===== src/verilog/dac_link_pkg.sv =====
`default_nettype none
package dac_link_pkg;
	// Serial word layout
	localparam int WORD_BITS = 24;
	localparam int DATA_BITS = 16;
	localparam int NUM_CH = 4;
	localparam int RW_POS = 23;
	localparam int SEL_HI = 21;
	localparam int SEL_LO = 19;
	localparam int CH_HI = 18;
	localparam int CH_LO = 16;
	localparam logic [4:0] LAST_BIT_IDX = 5'h17;
	localparam logic [1:0] WORDS_MAX = 2'h3;
	localparam logic [2:0] CH_ALL = 3'h4;

	// Register select codes carried in the word
	typedef enum logic [2:0] {
		REG_DAC = 3'b000,
		REG_RANGE = 3'b001,
		REG_POWER = 3'b010,
		REG_CONTROL = 3'b011
	} reg_sel_type;

	// Channel field meaning under REG_CONTROL
	localparam logic [2:0] CTL_NOP = 3'h0;
	localparam logic [2:0] CTL_CONFIG = 3'h1;
	localparam logic [2:0] CTL_CLEAR = 3'h4;
	localparam logic [2:0] CTL_LOAD = 3'h5;
	localparam int CFG_SDO_DIS = 0;
	localparam int CFG_CLR_MID = 1;

	typedef enum logic {
		LINK_IDLE = 1'b0,
		LINK_FRAME = 1'b1
	} link_state_type;

	localparam logic [15:0] DAC_RESET = 16'h0000;
	localparam logic [15:0] MID_SCALE = 16'h8000;

	// Pin positions in the synchroniser vector
	localparam int PIN_COUNT = 5;
	localparam int PIN_SCLK = 0;
	localparam int PIN_FRAME = 1;
	localparam int PIN_SERIAL_DATA_IN = 2;
	localparam int PIN_LOAD = 3;
	localparam int PIN_CLEAR = 4;
	localparam logic [4:0] PIN_INIT = 5'h1A;

	// APB register map
	localparam logic [7:0] OFS_CONFIG = 8'h00;
	localparam logic [7:0] OFS_STATUS = 8'h04;
	localparam logic [7:0] OFS_SETUP = 8'h08;
	localparam logic [7:0] OFS_DAC_BASE = 8'h10;
	localparam logic [7:0] OFS_INPUT_BASE = 8'h20;
	localparam int ST_ACTIVE = 0;
	localparam int ST_RD_PEND = 1;
	localparam int ST_INVALID = 2;
	localparam int ST_SDO_ON = 3;
	localparam int ST_POWER_LO = 8;
	localparam int ST_COUNT_LO = 16;
	localparam int SETUP_RANGE_LO = 4;
endpackage
`default_nettype wire


===== src/verilog/link_if.sv =====
`timescale 1ns/10ps
`default_nettype none
interface link_if;
	logic clk_rise;
	logic clk_fall;
	logic frame_low;
	logic frame_fall;
	logic frame_rise;
	logic data_in;
	logic load_low;
	logic load_fall;
	logic clear_low;
	modport source(output clk_rise, clk_fall, frame_low, frame_fall,
		frame_rise, data_in, load_low, load_fall, clear_low);
	modport sink(input clk_rise, clk_fall, frame_low, frame_fall,
		frame_rise, data_in, load_low, load_fall, clear_low);
endinterface
`default_nettype wire


===== src/verilog/pin_sync.sv =====
`timescale 1ns/10ps
`default_nettype none
module pin_sync
#(
	parameter int WIDTH = 5,
	parameter logic [WIDTH-1:0] INIT = '0
)
(
	input wire logic clk,
	input wire logic rst_n,
	input wire logic ce,
	input wire logic [WIDTH-1:0] d,
	output logic [WIDTH-1:0] q
);
	logic [WIDTH-1:0] meta_r;

	always_ff @(posedge clk or negedge rst_n)
	begin
		if (!rst_n)
		begin
			meta_r <= INIT;
			q <= INIT;
		end
		else if (ce)
		begin
			meta_r <= d;
			q <= meta_r;
		end
	end
endmodule
`default_nettype wire


===== src/verilog/link_edges.sv =====
`timescale 1ns/10ps
`default_nettype none
module link_edges
(
	input wire logic clk,
	input wire logic rst_n,
	input wire logic ce,
	input wire logic [dac_link_pkg::PIN_COUNT-1:0] level,
	link_if.source lnk
);
	logic [dac_link_pkg::PIN_COUNT-1:0] prev_r;

	always_ff @(posedge clk or negedge rst_n)
	begin
		if (!rst_n)
			prev_r <= dac_link_pkg::PIN_INIT;
		else if (ce)
			prev_r <= level;
	end

	always_comb
	begin
		lnk.clk_rise = level[dac_link_pkg::PIN_SCLK] &
			~prev_r[dac_link_pkg::PIN_SCLK];
		lnk.clk_fall = ~level[dac_link_pkg::PIN_SCLK] &
			prev_r[dac_link_pkg::PIN_SCLK];
		lnk.frame_low = ~level[dac_link_pkg::PIN_FRAME];
		lnk.frame_fall = ~level[dac_link_pkg::PIN_FRAME] &
			prev_r[dac_link_pkg::PIN_FRAME];
		lnk.frame_rise = level[dac_link_pkg::PIN_FRAME] &
			~prev_r[dac_link_pkg::PIN_FRAME];
		lnk.data_in = level[dac_link_pkg::PIN_SERIAL_DATA_IN];
		lnk.load_low = ~level[dac_link_pkg::PIN_LOAD];
		lnk.load_fall = ~level[dac_link_pkg::PIN_LOAD] &
			prev_r[dac_link_pkg::PIN_LOAD];
		lnk.clear_low = ~level[dac_link_pkg::PIN_CLEAR];
	end
endmodule
`default_nettype wire


===== src/verilog/quad_dac_serial_load_interface.sv =====
`timescale 1ns/10ps
`default_nettype none
module quad_dac_serial_load_interface
(
	input wire logic pclk,
	input wire logic presetn,
	input wire logic ce,
	input wire logic psel,
	input wire logic penable,
	input wire logic pwrite,
	input wire logic [7:0] paddr,
	input wire logic [31:0] pwdata,
	output logic [31:0] prdata,
	output logic pready,
	output logic pslverr,
	input wire logic serial_clock,
	input wire logic frame_select_n,
	input wire logic serial_data_in,
	input wire logic load_outputs_n,
	input wire logic clear_n,
	output logic serial_data_out,
	output logic serial_data_out_oe,
	output logic [3:0][15:0] dac_code,
	output logic [3:0] channel_powered
);
	logic [dac_link_pkg::PIN_COUNT-1:0] pin_level;
	logic [dac_link_pkg::PIN_COUNT-1:0] pin_synced;
	link_if lnk();

	dac_link_pkg::link_state_type state_r;
	logic [23:0] shift_r;
	logic [4:0] bit_cnt_r;
	logic [1:0] words_r;
	logic sdo_r;
	logic sdo_oe_r;
	logic read_pending_r;
	logic read_active_r;
	logic [5:0] read_sel_r;
	logic [3:0][15:0] input_r;
	logic [3:0][15:0] dac_r;
	logic [3:0][2:0] range_r;
	logic [3:0] power_r;
	logic [1:0] config_r;
	logic daisy_en_r;
	logic invalid_r;
	logic [7:0] frame_cnt_r;
	logic [31:0] prdata_r;
	logic pslverr_r;

	logic word_done;
	logic word_valid;
	logic write_go;
	logic w_rw;
	logic [2:0] w_sel;
	logic [2:0] w_ch;
	logic [15:0] w_data;
	logic ctl_wr;
	logic load_all;
	logic clear_now;
	logic [15:0] clear_code;
	logic [15:0] rb_value;
	logic [23:0] rb_word;
	logic apb_access;
	logic apb_setup;
	logic [7:0] addr_w;
	logic [31:0] rd_mux;
	logic rd_ok;

	function automatic logic chan_hit(input logic [2:0] ch, input int idx);
		chan_hit = (ch == dac_link_pkg::CH_ALL) || (ch == 3'(idx));
	endfunction

	always_comb
	begin
		pin_level = '0;
		pin_level[dac_link_pkg::PIN_SCLK] = serial_clock;
		pin_level[dac_link_pkg::PIN_FRAME] = frame_select_n;
		pin_level[dac_link_pkg::PIN_SERIAL_DATA_IN] = serial_data_in;
		pin_level[dac_link_pkg::PIN_LOAD] = load_outputs_n;
		pin_level[dac_link_pkg::PIN_CLEAR] = clear_n;
	end

	pin_sync #(
		.WIDTH(dac_link_pkg::PIN_COUNT),
		.INIT(dac_link_pkg::PIN_INIT)
	) u_sync (
		.clk(pclk),
		.rst_n(presetn),
		.ce(ce),
		.d(pin_level),
		.q(pin_synced)
	);

	link_edges u_edges (
		.clk(pclk),
		.rst_n(presetn),
		.ce(ce),
		.level(pin_synced),
		.lnk(lnk.source)
	);

	// Word fields, decoded from the completed shift register
	assign w_rw = shift_r[dac_link_pkg::RW_POS];
	assign w_sel = shift_r[dac_link_pkg::SEL_HI:dac_link_pkg::SEL_LO];
	assign w_ch = shift_r[dac_link_pkg::CH_HI:dac_link_pkg::CH_LO];
	assign w_data = shift_r[dac_link_pkg::DATA_BITS-1:0];

	// Chained words are only accepted as whole multiples of 24 when enabled
	assign word_done = lnk.frame_rise &&
		(state_r == dac_link_pkg::LINK_FRAME);
	assign word_valid = word_done && (bit_cnt_r == 5'h00) &&
		(words_r != 2'h0) && (daisy_en_r || words_r == 2'h1);
	assign write_go = word_valid && !w_rw;
	assign ctl_wr = write_go && (w_sel == dac_link_pkg::REG_CONTROL);
	assign load_all = (lnk.load_fall && !lnk.frame_low) ||
		(ctl_wr && w_ch == dac_link_pkg::CTL_LOAD);
	assign clear_now = lnk.clear_low ||
		(ctl_wr && w_ch == dac_link_pkg::CTL_CLEAR);
	assign clear_code = config_r[dac_link_pkg::CFG_CLR_MID] ?
		dac_link_pkg::MID_SCALE : dac_link_pkg::DAC_RESET;

	// Frame sequencing
	always_ff @(posedge pclk or negedge presetn)
	begin
		if (!presetn)
			state_r <= dac_link_pkg::LINK_IDLE;
		else if (ce)
		begin
			case (state_r)
				dac_link_pkg::LINK_IDLE:
					if (lnk.frame_fall)
						state_r <= dac_link_pkg::LINK_FRAME;
				dac_link_pkg::LINK_FRAME:
					if (lnk.frame_rise)
						state_r <= dac_link_pkg::LINK_IDLE;
				default:
					state_r <= dac_link_pkg::LINK_IDLE;
			endcase
		end
	end

	// Falling clock edges counted modulo 24, whole words saturating
	always_ff @(posedge pclk or negedge presetn)
	begin
		if (!presetn)
		begin
			bit_cnt_r <= 5'h00;
			words_r <= 2'h0;
		end
		else if (ce)
		begin
			if (state_r == dac_link_pkg::LINK_IDLE && lnk.frame_fall)
			begin
				bit_cnt_r <= 5'h00;
				words_r <= 2'h0;
			end
			else if (state_r == dac_link_pkg::LINK_FRAME && lnk.clk_fall)
			begin
				if (bit_cnt_r == dac_link_pkg::LAST_BIT_IDX)
				begin
					bit_cnt_r <= 5'h00;
					if (words_r != dac_link_pkg::WORDS_MAX)
						words_r <= words_r + 2'h1;
				end
				else
					bit_cnt_r <= bit_cnt_r + 5'h01;
			end
		end
	end

	// Readback source, picked by the select latched from the read request
	always_comb
	begin
		rb_value = 16'h0000;
		case (dac_link_pkg::reg_sel_type'(read_sel_r[5:3]))
			dac_link_pkg::REG_DAC:
				if (read_sel_r[2] == 1'b0)
					rb_value = dac_r[read_sel_r[1:0]];
			dac_link_pkg::REG_RANGE:
				if (read_sel_r[2] == 1'b0)
					rb_value = {13'h0000, range_r[read_sel_r[1:0]]};
			dac_link_pkg::REG_POWER:
				rb_value = {12'h000, power_r};
			dac_link_pkg::REG_CONTROL:
				rb_value = {14'h0000, config_r};
			default:
				rb_value = 16'h0000;
		endcase
		rb_word = {2'b10, read_sel_r, rb_value};
	end

	// Shift register and serial output
	always_ff @(posedge pclk or negedge presetn)
	begin
		if (!presetn)
		begin
			shift_r <= 24'h000000;
			sdo_r <= 1'b0;
		end
		else if (ce)
		begin
			if (state_r == dac_link_pkg::LINK_IDLE && lnk.frame_fall)
			begin
				if (read_pending_r)
				begin
					shift_r <= rb_word;
					sdo_r <= rb_word[dac_link_pkg::RW_POS];
				end
				else
					sdo_r <= shift_r[dac_link_pkg::RW_POS];
			end
			else if (state_r == dac_link_pkg::LINK_FRAME)
			begin
				if (lnk.clk_fall)
					shift_r <= {shift_r[22:0], lnk.data_in};
				if (lnk.clk_rise)
					sdo_r <= shift_r[dac_link_pkg::RW_POS];
			end
		end
	end

	// Readback request and the frame that carries its answer
	always_ff @(posedge pclk or negedge presetn)
	begin
		if (!presetn)
		begin
			read_pending_r <= 1'b0;
			read_active_r <= 1'b0;
			read_sel_r <= 6'h00;
		end
		else if (ce)
		begin
			if (state_r == dac_link_pkg::LINK_IDLE && lnk.frame_fall)
			begin
				read_active_r <= read_pending_r;
				read_pending_r <= 1'b0;
			end
			else if (word_done)
			begin
				read_active_r <= 1'b0;
				if (word_valid && w_rw)
				begin
					read_pending_r <= 1'b1;
					read_sel_r <= {w_sel, w_ch};
				end
			end
		end
	end

	// Output enable follows software, overridden during readback
	always_ff @(posedge pclk or negedge presetn)
	begin
		if (!presetn)
			sdo_oe_r <= 1'b1;
		else if (ce)
			sdo_oe_r <= ~config_r[dac_link_pkg::CFG_SDO_DIS] |
				read_active_r;
	end

	// Setup registers written over the serial word
	always_ff @(posedge pclk or negedge presetn)
	begin
		if (!presetn)
		begin
			power_r <= 4'h0;
			range_r <= '0;
			config_r <= 2'b00;
		end
		else if (ce && write_go)
		begin
			if (w_sel == dac_link_pkg::REG_POWER)
				power_r <= w_data[3:0];
			if (ctl_wr && w_ch == dac_link_pkg::CTL_CONFIG)
				config_r <= w_data[1:0];
			for (int i = 0; i < dac_link_pkg::NUM_CH; i++)
				if (w_sel == dac_link_pkg::REG_RANGE && chan_hit(w_ch, i))
					range_r[i] <= w_data[2:0];
		end
	end

	// Input registers take data only for powered channels
	always_ff @(posedge pclk or negedge presetn)
	begin
		if (!presetn)
			input_r <= '0;
		else if (ce && write_go && w_sel == dac_link_pkg::REG_DAC)
		begin
			for (int i = 0; i < dac_link_pkg::NUM_CH; i++)
				if (chan_hit(w_ch, i) && power_r[i])
					input_r[i] <= w_data;
		end
	end

	// DAC registers: clear beats any load, so a held clear pins the code
	always_ff @(posedge pclk or negedge presetn)
	begin
		if (!presetn)
			dac_r <= '0;
		else if (ce)
		begin
			for (int i = 0; i < dac_link_pkg::NUM_CH; i++)
			begin
				if (clear_now)
					dac_r[i] <= clear_code;
				else if (load_all)
					dac_r[i] <= input_r[i];
				else if (write_go && w_sel == dac_link_pkg::REG_DAC &&
					chan_hit(w_ch, i) && power_r[i] && lnk.load_low)
					dac_r[i] <= w_data;
			end
		end
	end

	// APB slave: pready follows ce, so wait states only while ce is low, read data captured in the setup cycle
	assign apb_setup = psel && !penable;
	assign apb_access = psel && penable && ce;
	assign addr_w = {paddr[7:2], 2'b00};

	always_comb
	begin
		rd_mux = 32'h00000000;
		rd_ok = 1'b1;
		if (addr_w == dac_link_pkg::OFS_CONFIG)
			rd_mux[0] = daisy_en_r;
		else if (addr_w == dac_link_pkg::OFS_STATUS)
		begin
			rd_mux[dac_link_pkg::ST_ACTIVE] = lnk.frame_low;
			rd_mux[dac_link_pkg::ST_RD_PEND] = read_pending_r;
			rd_mux[dac_link_pkg::ST_INVALID] = invalid_r;
			rd_mux[dac_link_pkg::ST_SDO_ON] = sdo_oe_r;
			rd_mux[dac_link_pkg::ST_POWER_LO +: 4] = power_r;
			rd_mux[dac_link_pkg::ST_COUNT_LO +: 8] = frame_cnt_r;
		end
		else if (addr_w == dac_link_pkg::OFS_SETUP)
		begin
			rd_mux[1:0] = config_r;
			rd_mux[dac_link_pkg::SETUP_RANGE_LO +: 12] = range_r;
		end
		else if (addr_w[7:4] == dac_link_pkg::OFS_DAC_BASE[7:4])
			rd_mux[15:0] = dac_r[addr_w[3:2]];
		else if (addr_w[7:4] == dac_link_pkg::OFS_INPUT_BASE[7:4])
			rd_mux[15:0] = input_r[addr_w[3:2]];
		else
			rd_ok = 1'b0;
	end

	always_ff @(posedge pclk or negedge presetn)
	begin
		if (!presetn)
		begin
			prdata_r <= 32'h00000000;
			pslverr_r <= 1'b0;
		end
		else if (ce && apb_setup)
		begin
			prdata_r <= pwrite ? 32'h00000000 : rd_mux;
			pslverr_r <= ~rd_ok;
		end
	end

	always_ff @(posedge pclk or negedge presetn)
	begin
		if (!presetn)
			daisy_en_r <= 1'b0;
		else if (apb_access && pwrite && addr_w == dac_link_pkg::OFS_CONFIG)
			daisy_en_r <= pwdata[0];
	end

	// A bad frame in the same cycle as a clear keeps the flag set
	always_ff @(posedge pclk or negedge presetn)
	begin
		if (!presetn)
			invalid_r <= 1'b0;
		else if (ce)
		begin
			if (word_done && !word_valid)
				invalid_r <= 1'b1;
			else if (apb_access && pwrite &&
				addr_w == dac_link_pkg::OFS_STATUS &&
				pwdata[dac_link_pkg::ST_INVALID])
				invalid_r <= 1'b0;
		end
	end

	always_ff @(posedge pclk or negedge presetn)
	begin
		if (!presetn)
			frame_cnt_r <= 8'h00;
		else if (ce && word_valid)
			frame_cnt_r <= frame_cnt_r + 8'h01;
	end

	assign prdata = prdata_r;
	assign pready = ce;
	assign pslverr = apb_access && pslverr_r;
	assign serial_data_out = sdo_r;
	assign serial_data_out_oe = sdo_oe_r;
	assign dac_code = dac_r;
	assign channel_powered = power_r;
endmodule
`default_nettype wire


===== config.mk =====
export PLATFORM = sky130hd
export DESIGN_NAME = quad_dac_serial_load_interface
export DESIGN_NICKNAME = d
export VERILOG_FILES = /design/src/verilog/dac_link_pkg.sv /design/src/verilog/link_if.sv /design/src/verilog/pin_sync.sv /design/src/verilog/link_edges.sv /design/src/verilog/quad_dac_serial_load_interface.sv
export SDC_FILE = /design/constraint.sdc
export NUM_CORES = 1
export LEC_CHECK = 0
export BUFFER_PORTS_ARGS = -buffer_cell sky130_fd_sc_hd__clkbuf_2
export CORE_ASPECT_RATIO = 1.4
export CORE_MARGIN = 2
export CORE_UTILIZATION = 25
export CTS_BUF_LIST = sky130_fd_sc_hd__clkbuf_8
export DETAILED_ROUTE_END_ITERATION = 8
export HOLD_SLACK_MARGIN = 0.05
export PLACE_DENSITY = 0.39
export SLEW_MARGIN = 30
export SYNTH_ARGS = -nofsm -noshare
export SYNTH_HDL_FRONTEND = slang
export SYNTH_SLANG_ARGS = --single-unit

===== constraint.sdc =====
create_clock -name pclk -period 2.7 [get_ports pclk]
set_clock_uncertainty 0.15 [all_clocks]
set_input_delay 0.27 -clock pclk [delete_from_list [all_inputs] [get_ports pclk]]
set_output_delay 0.27 -clock pclk [all_outputs]
set_load 0.1 [all_outputs]

==> metrics.md <==
| Metric | Value |
|---|---|
| Most frequent cells in the layout | 227 x dfrtp_1, 113 x clkbuf_2, 99 x mux2_2 |
| Clk sinks | ~240 |
| Nets@finish | 1207 |
| Status | completed |
| Synth Area in Adders | less than 1% |
| Die ar. | 0.0505 mm2 |
| Distinct cells, synth | between 60 and 70 |
| DP HPWL | between 30 and 40 mm |
| Reg2reg path depth | 10 |
| Final setup vio count | 0 |
| CTS max path bufs | 3 |
| Sequential area share after synthesis | just under 50% |
| Peak Freq | ~0.39 GHz |
| Critical path data arrival time | 2.94 ns |
| # DRC | 0 |
| Seq cells post-synth | around 240 |
| Synth Area per Inst | 12.5 um2 |
| Placed Area | 0.0140 mm2 |
| Maximum vdd ir drop | 0.685 mV |
| TritonCTS clock tree | yes |
| Mapped Area | around 0.012 mm2 |
| Yosys warning count | 0 |
| Mux share of post-synthesis cell area | between 20 and 25% |
| Final worst path period need | 2.60 ns |
| DR WL/cell | 24.4 um |
| Synth Instances | approximately 970 |
| Most common cell after layout, fill and taps aside | dfrtp_1 |
| Vias | roughly 9.0k |
| Share of cells above drive strength 1 | between 30% and 40% |
| Area of the multi-input gates | just under 0.006 mm2 |
| Ports | roughly 160 |
| GRT Overall Usage | about 18% |
| Row count | between 90 and 100 |
| Final instance area | roughly 0.015 mm2 |
| Startpoint Class | flop |
| CTS Root Cell | clkbuf_8 |
| CTS Buf Count | 45 |
| Slew at the pin closest to its max-slew limit | between 0.7 and 0.8 ns |
| Final Hold Fails | 0 |
| Routed Antenna Nets | 0 |
| Area Overhead vs Synth | 23.6% |
| Asr flop ratio synth | between 90% and 100% |
| Worst Hold Depth | 5 |
| DRT iter0 DRCs | a little under 500 |
| Ys flop type | dfrtp_1 |
| Pre-antenna DRT Iters | 5 |
| Worst Path Required | approximately 3.1 ns |
| Antenna violations before repair | 0 |
| Max-slew headroom | 47.8% |
| Setup slack at placement | -0.00192 ns |
| First-pass GRT wire length | ~67 mm |
| PortBufs | 114 |
| Die height | 265 um |
| Core area | ~0.048 mm2 |
| Max-cap violations | 0 |
| Ant. Diodes | 0 |
| Vias per std cell | slightly below 5 |
| Die width | 191 um |
| XOR/XNOR Fraction of Synth Area | less than 1% |
| Initial core utilization | roughly a quarter |
| Drt total wl | approximately 44 mm |
| Compound-Gate Fraction of Synth Area | around an eighth |
| Register area | a little under 0.006 mm2 |
| Fin crit share | 96.1% |
| Largest family of logic cells by synthesized area | multiplexers |
| Post-synth EDFFs | 0 |
| Clock Pin Slew Worst Setup and Hold Paths | roughly 0.06 ns |
| Leakage | 6.64 nW |
| Power Dens Cells | 909 mW/mm2 |
| Final Slew Violations | 0 |
| Crit end category | flop |
| Clock latency on the worst-skew pair | roughly 0.59 ns |
| Vias in the first global route | just under 10k |
| RePlAce Congestion | around 0.77 |
| Worst setup margin | 0.104 ns |
| Largest net degree at the start of global routing | 106 |
| Crit path max fanout | 15 |
| Worst Hold Class | input pin to flop |
| GRT Residual Overflow | 0 |
| Worst setup path class | flop to flop |
| Synth Area in Simple Gates | roughly 8.5% |
| Fillers | 4958 |
| RSZ-0062 raised after global routing | yes |
| H-tree depth | 2 |
[per-stage QoR]
stage / TNS [ns] / std cells / hold slack (ns) / total power, mW / utilization, %
CTS: 0 / 1811 / 0.0519 / 13.9 / 31.2
floorplan: 0 / 980 / -0.176 / 8.81 / -
global route: -0.0976 / 1814 / 0.101 / 14.4 / 31.4
detailed placement: -0.00365 / 1717 / -0.0774 / 10.4 / 29.2
finish: 0 / 1814 / 0.0901 / 13.7 / 31.4
global placement: 0 / 1717 / -0.0756 / 10.4 / 29.2
[area by class of cell]
class | instances | area share (%)
sequential | 236 | 39.3
multi-input combinational | 644 | 39.0
timing repair buffer | 208 | 10.5
tap | 630 | 5.24
clock buffer | 52 | 4.75
clock inverter | 29 | 0.806
inverter | 15 | 0.374
[final timing paths]
kind                       slack (ns)               startpoint                      endpoint
max reg2reg                      0.10   words_r[1]$_DFFE_PN0P_      dac_code[51]$_DFFE_PN0P_
min                              0.09                     psel        prdata[10]$_DFFE_PN0P_
max in group asynchronous        1.67                  presetn      dac_code[24]$_DFFE_PN0P_
min in group asynchronous        0.11                  presetn  u_sync.meta_r[3]$_DFFE_PN1P_
max                              0.10   words_r[1]$_DFFE_PN0P_      dac_code[51]$_DFFE_PN0P_
min reg2reg                      0.32  shift_r[22]$_DFFE_PN0P_       shift_r[22]$_DFFE_PN0P_
[sequential cells by signal, indices dropped and copies added (netlist names), 4 cells and up]
register,flops
read_sel_r,6
range_r,12
u_sync.q,5
channel_powered,4
bit_cnt_r,5
u_sync.meta_r,5
frame_cnt_r,8
input_r,64
dac_code,64
shift_r,24
prdata,24
[critical path, stage by stage, from the launching register on]
cell       delay (ns)
dfrtp_1          0.36
inv_1            0.07
ha_1             0.17
nand2b_2         0.23
or3_1            0.38
buf_4            0.20
nor4b_2          0.33
buf_4            0.19
o21ai_2          0.07
buf_12           0.20
o2bb2ai_1        0.17
[per-layer routing]
metal	global-route usage, %	wire [um]	share of wire [%]	vias to the layer above
met1	21.9	18400	42	4646
met3	3.40	1890	4.3	65
met5	0	0	0	-
li1	-	-	-	4067
met2	31.3	22600	51	195
met4	6.37	1460	3.3	0
[logic make-up after synthesis]
logic type	Yosys count
fa+ha+maj	6
buf+inv	100
xor+xnor	9
other cells	1
simple gates	186
flops	236
compound gates	216
mux	219
[where the power goes]
group / internal (mW) / switching, mW / total, mW
logic: 1.48 / 3.84 / 5.32
registers: 4.09 / 0.926 / 5.02
clock network: 1.75 / 1.60 / 3.35
[timing repair]
| item | CTS | global route |
|---|---|---|
| gates resized for setup | 0 | 8 |
| hold buffers | 13 | 0 |
| hold endpoints to repair | 247 | 0 |
| setup endpoints to repair | 0 | 128 |
| setup buffers | 0 | 3 |
[Yosys cell counts (6+ instances only)]
cell,count,share of area (%)
nor2_1,53,1.6
dfstp_2,9,1.9
buf_4,16,0.99
buf_1,14,0.43
nand2_1,46,1.4
a21oi_1,23,0.95
nand2b_1,6,0.31
a221oi_1,12,0.86
o2bb2ai_1,60,4.3
dfrtp_1,227,47
inv_1,14,0.43
ha_1,6,0.62
nand3b_1,8,0.49
o21ai_0,31,1.3
mux4_2,51,9.4
xnor2_1,8,0.58
nand3_1,7,0.29
a211oi_1,8,0.49
nor3_1,11,0.45
nand4_1,7,0.36
clkbuf_1,34,1.0
buf_2,16,0.66
a22oi_1,8,0.49
a22o_1,23,1.7
mux2i_1,69,5.7
mux2_2,99,9.2
No activity file was read; power rests on OpenSTA's default activity.
